$ cat src/hdl/cafid_pkg.sv
package cafid_pkg;
    localparam int unsigned CAFID_NUM_FILTERS = 16;
    localparam int unsigned CAFID_STD_ID_W = 11;
    localparam int unsigned CAFID_EXT_HI_W = 2;
    // field positions inside the 16-bit filter identifier word
    localparam int unsigned CAFID_STD_LSB = 5;
    localparam int unsigned CAFID_STD_MSB = 15;
    localparam int unsigned CAFID_EXT_SEL_BIT = 3;
    localparam int unsigned CAFID_EXT_HI_LSB = 0;
    localparam int unsigned CAFID_EXT_HI_MSB = 1;
    // register map: filters at word offsets 0..15, control/status above them
    localparam logic [7:0] CAFID_FILTER_BASE = 8'h00;
    localparam logic [7:0] CAFID_CTRL_OFFS = 8'h40;
    localparam logic [7:0] CAFID_STATUS_OFFS = 8'h44;
    localparam logic [7:0] CAFID_MASKTYPE_OFFS = 8'h48;
    localparam logic [15:0] CAFID_MASKTYPE_RESET = 16'h0000;
    localparam logic [15:0] CAFID_FILTER_ENABLE_RESET = 16'h0000;
    localparam logic [1:0] CAFID_RESP_OKAY = 2'h0;
    localparam logic [1:0] CAFID_RESP_SLVERR = 2'h2;

    // received identifier as presented by the frame receiver
    typedef struct packed {
        logic [10:0] stdIdBits;
        logic [1:0] extIdHighBits;
        logic isExtended;
    } cafid_rx_id_t;

    typedef enum logic [2:0] {
        CAFID_RD_IDLE = 3'b001,
        CAFID_RD_RESP = 3'b010,
        CAFID_RD_HOLD = 3'b100
    } cafid_rd_state_t;
endpackage

$ cat src/hdl/cafid_filter.sv
// The implementer's own choices: the register offsets and the AXI4-Lite slave port.
`timescale 1ns/1ps
// Behaviour
// eleven stored standard id bits must equal received
// type enable and select one: extended only
// type enable one, select zero: standard only
// two stored high extended bits must equal
// bits four and two read zero, stateless
// sixteen filter id entries, each read/write
// match needs all compared bits and type
module cafid_filter
    import cafid_pkg::*;
#(
    parameter int unsigned NUM_FILTERS = CAFID_NUM_FILTERS
) (
    input wire logic clk,
    input wire logic sys_rst,
    input wire logic clkEn,
    // axi4-lite slave
    input wire logic [7:0] s_axi_awaddr,
    input wire logic s_axi_awvalid,
    output logic s_axi_awready,
    input wire logic [31:0] s_axi_wdata,
    input wire logic [3:0] s_axi_wstrb,
    input wire logic s_axi_wvalid,
    output logic s_axi_wready,
    output logic [1:0] s_axi_bresp,
    output logic s_axi_bvalid,
    input wire logic s_axi_bready,
    input wire logic [7:0] s_axi_araddr,
    input wire logic s_axi_arvalid,
    output logic s_axi_arready,
    output logic [31:0] s_axi_rdata,
    output logic [1:0] s_axi_rresp,
    output logic s_axi_rvalid,
    input wire logic s_axi_rready,
    // received identifier from the frame receiver, same clock
    input wire cafid_rx_id_t rxId,
    input wire logic rxIdValid,
    // mask-excluded bits from the mask logic: 1 means do not compare
    input wire logic [12:0] compareExclude,
    output logic [15:0] filterHit,
    output logic filterHitValid
);

    // the address decode serves exactly sixteen entries
    if (NUM_FILTERS != CAFID_NUM_FILTERS) begin : gBadCount
        $error("cafid_filter: map holds exactly sixteen filters");
    end

    ////////////////////////////////////////////////////////////////////////
    // storage: contents come up unknown, only control state is reset
    // only the fourteen implemented bits are flops; the view adds the dead bits
    logic [13:0] entryReg [NUM_FILTERS];
    logic [15:0] filterView [NUM_FILTERS];
    logic [15:0] filterEnableReg, filterEnableNext;
    logic [15:0] maskTypeReg, maskTypeNext;
    logic [15:0] filterHitReg, filterHitNext;
    logic hitValidReg, hitValidNext;

    // write channel: take address and data in either order
    logic [7:0] awAddrReg, awAddrNext;
    logic awHeldReg, awHeldNext;
    logic [31:0] wDataReg, wDataNext;
    logic [3:0] wStrbReg, wStrbNext;
    logic wHeldReg, wHeldNext;
    logic bValidReg, bValidNext;
    logic [1:0] bRespReg, bRespNext;
    logic doWrite;
    logic [3:0] wrIndex;
    logic wrFilter;

    assign s_axi_awready = ~awHeldReg & ~bValidReg;
    assign s_axi_wready = ~wHeldReg & ~bValidReg;
    assign s_axi_bvalid = bValidReg;
    assign s_axi_bresp = bRespReg;
    assign doWrite = clkEn & awHeldReg & wHeldReg & ~bValidReg;
    assign wrIndex = awAddrReg[5:2];
    assign wrFilter = (awAddrReg[7:6] == 2'b00); // word offsets 0x00..0x3C

    always_comb begin
        awAddrNext = awAddrReg;
        awHeldNext = awHeldReg;
        wDataNext = wDataReg;
        wStrbNext = wStrbReg;
        wHeldNext = wHeldReg;
        bValidNext = bValidReg;
        bRespNext = bRespReg;
        filterEnableNext = filterEnableReg;
        maskTypeNext = maskTypeReg;
        if (s_axi_awvalid && s_axi_awready) begin
            awAddrNext = s_axi_awaddr;
            awHeldNext = 1'b1;
        end
        if (s_axi_wvalid && s_axi_wready) begin
            wDataNext = s_axi_wdata;
            wStrbNext = s_axi_wstrb;
            wHeldNext = 1'b1;
        end
        if (doWrite) begin
            awHeldNext = 1'b0;
            wHeldNext = 1'b0;
            bValidNext = 1'b1;
            bRespNext = CAFID_RESP_OKAY;
            if (awAddrReg == CAFID_CTRL_OFFS) begin
                if (wStrbReg[0]) filterEnableNext[7:0] = wDataReg[7:0];
                if (wStrbReg[1]) filterEnableNext[15:8] = wDataReg[15:8];
            end else if (awAddrReg == CAFID_MASKTYPE_OFFS) begin
                if (wStrbReg[0]) maskTypeNext[7:0] = wDataReg[7:0];
                if (wStrbReg[1]) maskTypeNext[15:8] = wDataReg[15:8];
            end else if (!(wrFilter && awAddrReg[1:0] == 2'b00)
                         && awAddrReg != CAFID_STATUS_OFFS) begin
                bRespNext = CAFID_RESP_SLVERR; // unmapped
            end
        end
        if (bValidReg && s_axi_bready) begin
            bValidNext = 1'b0;
        end
    end

    always_ff @(posedge clk) begin
        if (sys_rst) begin
            awAddrReg <= 8'h00;
            awHeldReg <= 1'b0;
            wDataReg <= 32'h0000_0000;
            wStrbReg <= 4'h0;
            wHeldReg <= 1'b0;
            bValidReg <= 1'b0;
            bRespReg <= CAFID_RESP_OKAY;
            filterEnableReg <= CAFID_FILTER_ENABLE_RESET;
            maskTypeReg <= CAFID_MASKTYPE_RESET;
        end else if (clkEn) begin
            awAddrReg <= awAddrNext;
            awHeldReg <= awHeldNext;
            wDataReg <= wDataNext;
            wStrbReg <= wStrbNext;
            wHeldReg <= wHeldNext;
            bValidReg <= bValidNext;
            bRespReg <= bRespNext;
            filterEnableReg <= filterEnableNext;
            maskTypeReg <= maskTypeNext;
        end
    end

    ////////////////////////////////////////////////////////////////////////
    // per-entry storage and comparison
    genvar gi;
    generate
        for (gi = 0; gi < NUM_FILTERS; gi++) begin : gFilter
            logic [15:0] stored;
            logic stdOk, extOk, typeOk;
            // bits 4 and 2 never written, so never hold state
            always_ff @(posedge clk) begin
                if (doWrite && wrFilter && awAddrReg[1:0] == 2'b00
                    && wrIndex == 4'(gi)) begin
                    if (wStrbReg[0]) begin
                        entryReg[gi][5:3] <= wDataReg[7:5];
                        entryReg[gi][2] <= wDataReg[3];
                        entryReg[gi][1:0] <= wDataReg[1:0];
                    end
                    if (wStrbReg[1]) entryReg[gi][13:6] <= wDataReg[15:8];
                end
            end
            // dead bits are wired zero, so no write can ever reach them
            assign filterView[gi] = {entryReg[gi][13:3], 1'b0, entryReg[gi][2], 1'b0,
                                     entryReg[gi][1:0]};
            assign stored = filterView[gi];
            // excluded bits count as matching
            assign stdOk = &(~(stored[CAFID_STD_MSB:CAFID_STD_LSB] ^ rxId.stdIdBits)
                             | compareExclude[12:2]);
            assign extOk = &(~(stored[CAFID_EXT_HI_MSB:CAFID_EXT_HI_LSB]
                               ^ rxId.extIdHighBits) | compareExclude[1:0]);
            // select bit only counts when the type enable is set
            assign typeOk = ~maskTypeReg[gi]
                            | (stored[CAFID_EXT_SEL_BIT] == rxId.isExtended);
            assign filterHitNext[gi] = filterEnableReg[gi] & stdOk & extOk & typeOk;
        end
    endgenerate

    ////////////////////////////////////////////////////////////////////////
    // registered match result, one cycle after the identifier
    assign hitValidNext = rxIdValid;
    always_ff @(posedge clk) begin
        if (sys_rst) begin
            filterHitReg <= 16'h0000;
            hitValidReg <= 1'b0;
        end else if (clkEn) begin
            filterHitReg <= rxIdValid ? filterHitNext : filterHitReg;
            hitValidReg <= hitValidNext;
        end
    end
    assign filterHit = filterHitReg;
    assign filterHitValid = hitValidReg;

    ////////////////////////////////////////////////////////////////////////
    // read channel: data registered, one outstanding read
    cafid_rd_state_t rdState, rdStateNext;
    logic [31:0] rDataReg, rDataNext;
    logic [1:0] rRespReg, rRespNext;

    assign s_axi_arready = (rdState == CAFID_RD_IDLE);
    assign s_axi_rvalid = (rdState == CAFID_RD_RESP);
    assign s_axi_rdata = rDataReg;
    assign s_axi_rresp = rRespReg;

    always_comb begin
        rdStateNext = rdState;
        rDataNext = rDataReg;
        rRespNext = rRespReg;
        case (rdState)
            CAFID_RD_IDLE: begin
                if (s_axi_arvalid) begin
                    rdStateNext = CAFID_RD_RESP;
                    rRespNext = CAFID_RESP_OKAY;
                    rDataNext = 32'h0000_0000;
                    if (s_axi_araddr[7:6] == 2'b00 && s_axi_araddr[1:0] == 2'b00) begin
                        rDataNext[15:0] = filterView[s_axi_araddr[5:2]];
                    end else if (s_axi_araddr == CAFID_CTRL_OFFS) begin
                        rDataNext[15:0] = filterEnableReg;
                    end else if (s_axi_araddr == CAFID_STATUS_OFFS) begin
                        rDataNext[15:0] = filterHitReg;
                    end else if (s_axi_araddr == CAFID_MASKTYPE_OFFS) begin
                        rDataNext[15:0] = maskTypeReg;
                    end else begin
                        rRespNext = CAFID_RESP_SLVERR;
                    end
                end
            end
            CAFID_RD_RESP: begin
                if (s_axi_rready) rdStateNext = CAFID_RD_IDLE;
            end
            default: rdStateNext = CAFID_RD_IDLE;
        endcase
    end

    always_ff @(posedge clk) begin
        if (sys_rst) begin
            rdState <= CAFID_RD_IDLE;
            rDataReg <= 32'h0000_0000;
            rRespReg <= CAFID_RESP_OKAY;
        end else if (clkEn) begin
            rdState <= rdStateNext;
            rDataReg <= rDataNext;
            rRespReg <= rRespNext;
        end
    end
endmodule

$ cat config.mk
export PLATFORM = sky130hd
export DESIGN_NAME = cafid_filter
export DESIGN_NICKNAME = d
export VERILOG_FILES = /design/src/hdl/cafid_pkg.sv /design/src/hdl/cafid_filter.sv
export SDC_FILE = /design/constraint.sdc
export NUM_CORES = 1
export LEC_CHECK = 0
export BUFFER_PORTS_ARGS = -buffer_cell sky130_fd_sc_hd__buf_2
export CORE_AREA = 2 2 127 221
export CTS_BUF_LIST = sky130_fd_sc_hd__clkbuf_8
export DETAILED_ROUTE_END_ITERATION = 8
export DIE_AREA = 0 0 129 223
export PLACE_DENSITY_LB_ADDON = 0.2
export SLEW_MARGIN = 0
export SYNTH_ARGS = -nofsm -noshare
export SYNTH_HDL_FRONTEND = slang
export SYNTH_SLANG_ARGS = --single-unit
$ cat constraint.sdc
create_clock -name clk -period 3.1 [get_ports clk]
set_input_delay 0.465 -clock clk [delete_from_list [all_inputs] [get_ports clk]]
set_output_delay 0.465 -clock clk [all_outputs]
set_load 0.01 [all_outputs]
-- Word-level counts from Yosys, hierarchy flattened
Memory sizes are Yosys's and may differ from the RTL's.
Index checks and enable logic that the tools add are counted.
- logic and storage cells: 472
- output and inout port bits: 58
- bits in writable memories: 224
- memories kept: 1
- input bits: 88
- register bits after elaboration: 101
- memory list (name ; depth ; width ; rd ports ; clocked after memory_dff ; wr ports ; RTL line ; source):
    entryReg ; 16 ; 14 ; 16 ; 0 ; 1 ; cafid_filter.sv:54 ; logic [13:0] entryReg [NUM_FILTERS];
- bitwise operators: 186
- reductions and logical operators: 93
- magnitude comparators: 1
- eq/ne operators: 41
- mux-type cells: 134
- operators by type and width (operator ; number):
    $mux 14 ; 15
    $reduce_or 14->1 ; 15
    $not 11->11 ; 16
    $or 11x11->11 ; 16
    $reduce_and 11->1 ; 16
    $xor 11x11->11 ; 16
    $mux 16 ; 6
    $mux 1 ; 72
    $bmux 16 s4 ; 1
    $mux 4 ; 15
    $and 1x1->1 ; 53
    $reduce_and 2->1 ; 23
    $mux 2 ; 22
    $eq 8x7->1 const B ; 5
    $eq 4x4->1 const B ; 8
    $not 2->2 ; 16
    $or 2x2->2 ; 16
    $xor 2x2->2 ; 16
    $logic_and 1x1->1 ; 24
    $not 1->1 ; 20
    $eq 1x1->1 ; 16
    $eq 4x3->1 const B ; 4
    $or 1x1->1 ; 16
    $reduce_and 5->1 ; 2
    17 further kinds ; 26

-- Longest topological paths before layout
- word-level depth: 24
- mapped depth: 8
- depth with buffers taken out: 5

-- Worst setup path after synthesis
No wires, ideal clock.
- kind: input port to flip-flop
- from: input clkEn
- to: memory entryReg[15][6], in the netlist entryReg[1][104], enable pin
- data arrival time: 1.781 ns
- buffers on the path: 1
- slack: 0.948 ns
- cell stages on the path: 6
- data required time: 2.730 ns
- path through: buf_4 and4b_4 nand2_1 nor2_1 nand3_1 nor2_1
- word-level cells in the longest chain between the ends: 24
- elaborated cells on any way between the ends: 128
- ends and longest elaborated chain (item ; RTL line ; source):
    start, declared ; cafid_filter.sv:18 ; input wire logic clkEn,
    $and 1x1->1 * (3 in a row) ; cafid_filter.sv:77 ; assign doWrite = clkEn & awHeldReg & wHeldReg & ~bValidReg;
    $logic_and 1x1->1 * (2 in a row) ; cafid_filter.sv:154 ; if (doWrite && wrFilter && awAddrReg[1:0] == 2'b00
    $logic_and 1x1->1 ; cafid_filter.sv:155 ; && wrIndex == 4'(gi)) begin
    $mux 1 ; cafid_filter.sv:154 ;
    $mux 1, on equally long branches ; n/a ;
    $reduce_or 14->1 (no line) ; n/a ;
    $mux 4 (no line) / $mux 2 (equally long branches) (15 in a row) ; n/a ;
    end, declared ; cafid_filter.sv:54 ;
Mark *: on every way between the ends. The rest lies on a longest branch, timed or not.

-- Worst setup path after layout
- from: register bValidReg, in the netlist s_axi_bvalid
- to: memory entryReg[8][2], in the netlist entryReg[1][2], enable pin
- word-level cells in the longest chain between the ends: 23
- elaborated cells on any way between the ends: 127
- ends and longest elaborated chain (item ; RTL line ; source):
    start, declared ; cafid_filter.sv:67 ; logic bValidReg, bValidNext;
    start signal, assigned ; cafid_filter.sv:138 ; bValidReg <= bValidNext;
    $not 1->1 * ; cafid_filter.sv:77 ;
    $and 1x1->1 * ; cafid_filter.sv:77 ;
    $logic_and 1x1->1 * (2 in a row) ; cafid_filter.sv:154 ;
    $logic_and 1x1->1 ; cafid_filter.sv:155 ;
    $mux 1 ; cafid_filter.sv:154 ;
    $mux 1, on equally long branches ; n/a ;
    $reduce_or 14->1 (no line) ; n/a ;
    $mux 4 (no line) / $mux 2 (equally long branches) (15 in a row) ; n/a ;
Marked as above.

==> results.yml <==
floorplan:
  boundaryPins: 146
  fp-row-count: 80
  core_um2: 27100
  start_util_pct: 58.8
  die_h_um: 223
  die_w_um: 129
  dieArea_um2: 28800
timing:
  worst_pin_slew_ns: 1.11
  finalSetupTns_ns: 0
  slew_violations: 0
  fmax_mhz: 401
  worst_hold_slack_ns: 0.105
  maxSlewHeadroom_pct: 25.6
  finalHoldViolations: 0
  finalSetupViolations: 0
  fin_crit_sh_pct: 80.5
  period_needed_ns: 2.49
  finalClockSkew_ns: 0.0334
  rsz0062_at_grt: "false"
cells_and_area:
  drive_above_1_share_pct: 18.2
  area_growth_pct: 10.1
  multiInputGateArea_um2: 6670
  layout_common_cells: "edfxtp_1, xnor2_1, nand2_1, buf_2, dfxtp_1"
  fill_cells: 2167
  mostFrequentLayoutCell: "edfxtp_1"
  antenna_cells: 0
  regArea_um2: 8690
  nets: 1485
place:
  numPortBuffers: 109
  place_congestion: 1.01
  hpwlAfterDp_um: 36700
worst_setup_path:
  cp.arrival_ns: 2.71
  worstSetupPathType: "reg -> reg"
  cp-start-kind: "register"
  cp.required_ns: 3.32
  crit_path_max_fanout: 8
  critPathCaptureType: "register"
detailed_routing:
  drt-initial-drc-count: 1252
  routed_wl_um: 49500
  route.detailed.drc: 0
  num_vias: 11391
  dr.pass1.iters: 7
  vias_per_cell: 6.33
  routedWlPerCell_um: 27.5
  ant_nets: 0
synthesis:
  synth-seq-cells: 322
  synth-edff-count: 224
  ys.flop_type: "edfxtp_1"
  async_flop_share_pct: 0
  synth.distinct_cells: 41
  syn_inst: 1312
  syn_area_per_cell_um2: 12.2
  ys_seq_area_share_pct: 54.5
  syn-cell-area_um2: 15900
  yosysWarnings: 0
pwr:
  power.density_nw_per_um2: 501
  ir_drop_mv: 0.428
  p_leak_uw: 0.00553
clocking:
  post-cts-setup-buffers: 0
  clk_path_buf_depth: 3
  cts_hold_buf: 0
  htreeDepth: 2
  cts_resized: 0
  cts_root_buffer: "clkbuf_8"
  clk_pin_slew_ns: 0.07
  cts.sinks: 322
  numCtsBuffers: 44
  cts_tree: "yes"
  clkLatencyLatePin_ns: 0.61
run:
  cap_violations: 0
outcome:
  status: "complete, no violations"
global_route:
  grt-ovfl-total: 0
  grt_antenna_before_repair: 0
  grt_start_max_net_pins: 51
  grt_pass1_vias: 11196
  grt_pass1_wl_um: 71800
  grt_usage_pct: 34.8
min_path:
  min-delay-path-class: "in -> reg"
-- metrics by stage --
| stage | instances | total power (µW) | cell area, µm² | setup WS, ns | util, % |
|---|---|---|---|---|---|
| after floorplan | 1329 | 5290 | 16000 | 0.948 | - |
| after global placement | 1720 | 5530 | 16700 | 0.470 | 61.5 |
| after detailed placement | 1720 | 5540 | 16700 | 0.420 | 61.5 |
| after CTS | 1800 | 8780 | 17600 | 0.601 | 64.7 |
| after global routing | 1800 | 8990 | 17600 | 0.503 | 64.7 |
| final | 1800 | 8790 | 17600 | 0.605 | 64.7 |
-- critical path: stages, from the launching register on --
cell and delay [ns]:
dfxtp_1 0.40, and4b_4 0.43, nand2_1 0.09, nor2_1 0.22, nand3b_1 0.40, nor2_1 0.58
-- synth_stat cells, drive strengths merged (3+ instances only) --
library cell / instances / area share (%)
o22ai: 80 / 3.1
mux2i: 24 / 1.5
clkbuf: 44 / 1.0
a22oi: 60 / 2.8
nor2: 89 / 2.3
nand2: 130 / 3.1
o21ai: 31 / 0.97
nor3: 3 / 0.094
buf: 80 / 3.2
xor2: 16 / 0.88
o211ai: 16 / 0.75
nand2b: 3 / 0.12
xnor2: 208 / 11
mux4: 56 / 8.2
nor4: 32 / 1.3
nor2b: 6 / 0.24
a21o: 16 / 0.75
nand3: 5 / 0.19
dfxtp: 98 / 12
edfxtp: 224 / 42
o2bb2ai: 16 / 0.88
a21oi: 56 / 1.8
or2: 4 / 0.16
-- report_power, final --
part	leakage (µW)	internal [µW]	switching, µW
clock	0.000492	1690	1640
sequential	0.00266	4610	72.0
combinational	0.00238	295	493
total	0.00553	6590	2200
-- registers in the layout, indices dropped and copies added, names as in the netlist --
| register | count |
|---|---|
| wDataReg | 16 |
| entryReg | 224 |
| filterHit | 16 |
| s_axi_rdata | 16 |
| maskTypeReg | 16 |
| wStrbReg | 2 |
| awHeldReg | 1 |
| awAddrReg | 8 |
| s_axi_rresp | 1 |
| filterHitValid | 1 |
| s_axi_bresp | 1 |
| wHeldReg | 1 |
| s_axi_bvalid | 1 |
| filterEnableReg | 16 |
| rdState | 2 |
-- per-layer routing --
metal / track usage [%] / vias to the layer above / routed length [µm]
met2: 58.0 / 691 / 24600
met4: 25.9 / 0 / 4650
li1: - / 4977 / -
met5: 0 / - / 0
met3: 4.63 / 186 / 3560
met1: 40.7 / 5537 / 16700
-- cell type report --
| cell class | count | share of cell area, % |
|---|---|---|
| Sequential cell | 322 | 49.5 |
| Multi-Input combinational cell | 883 | 38.0 |
| Timing Repair Buffer | 146 | 4.93 |
| Clock buffer | 48 | 3.76 |
| Tap cell | 369 | 2.63 |
| Clock inverter | 32 | 1.23 |
-- logic make-up after synthesis --
logic type	after synthesis	synth area share, %
multiplexers	80	9.67
AO/OA/AOI/OAI	277	11.2
AND/OR/NAND/NOR	284	8.12
XOR/XNOR	224	12.3
other	1	0.0235
buffers and inverters	124	4.22
flip-flops	322	54.5
-- final timing paths --
path | from | endpoint | slack [ns] | cells past startpoint
worst max-delay path | s_axi_bvalid$_SDFFE_PP0P_ | entryReg[1][2]$_DFFE_PP_ | 0.61 | 5
worst min-delay path | s_axi_wdata[8] | wDataReg[8]$_SDFFE_PP0P_ | 0.11 | 3
worst max register to register | s_axi_bvalid$_SDFFE_PP0P_ | entryReg[1][2]$_DFFE_PP_ | 0.61 | 5
worst min register to register | s_axi_rresp[1]$_SDFFE_PP0P_ | s_axi_rresp[1]$_SDFFE_PP0P_ | 0.46 | 2
Power figures use the tool's default switching activity.
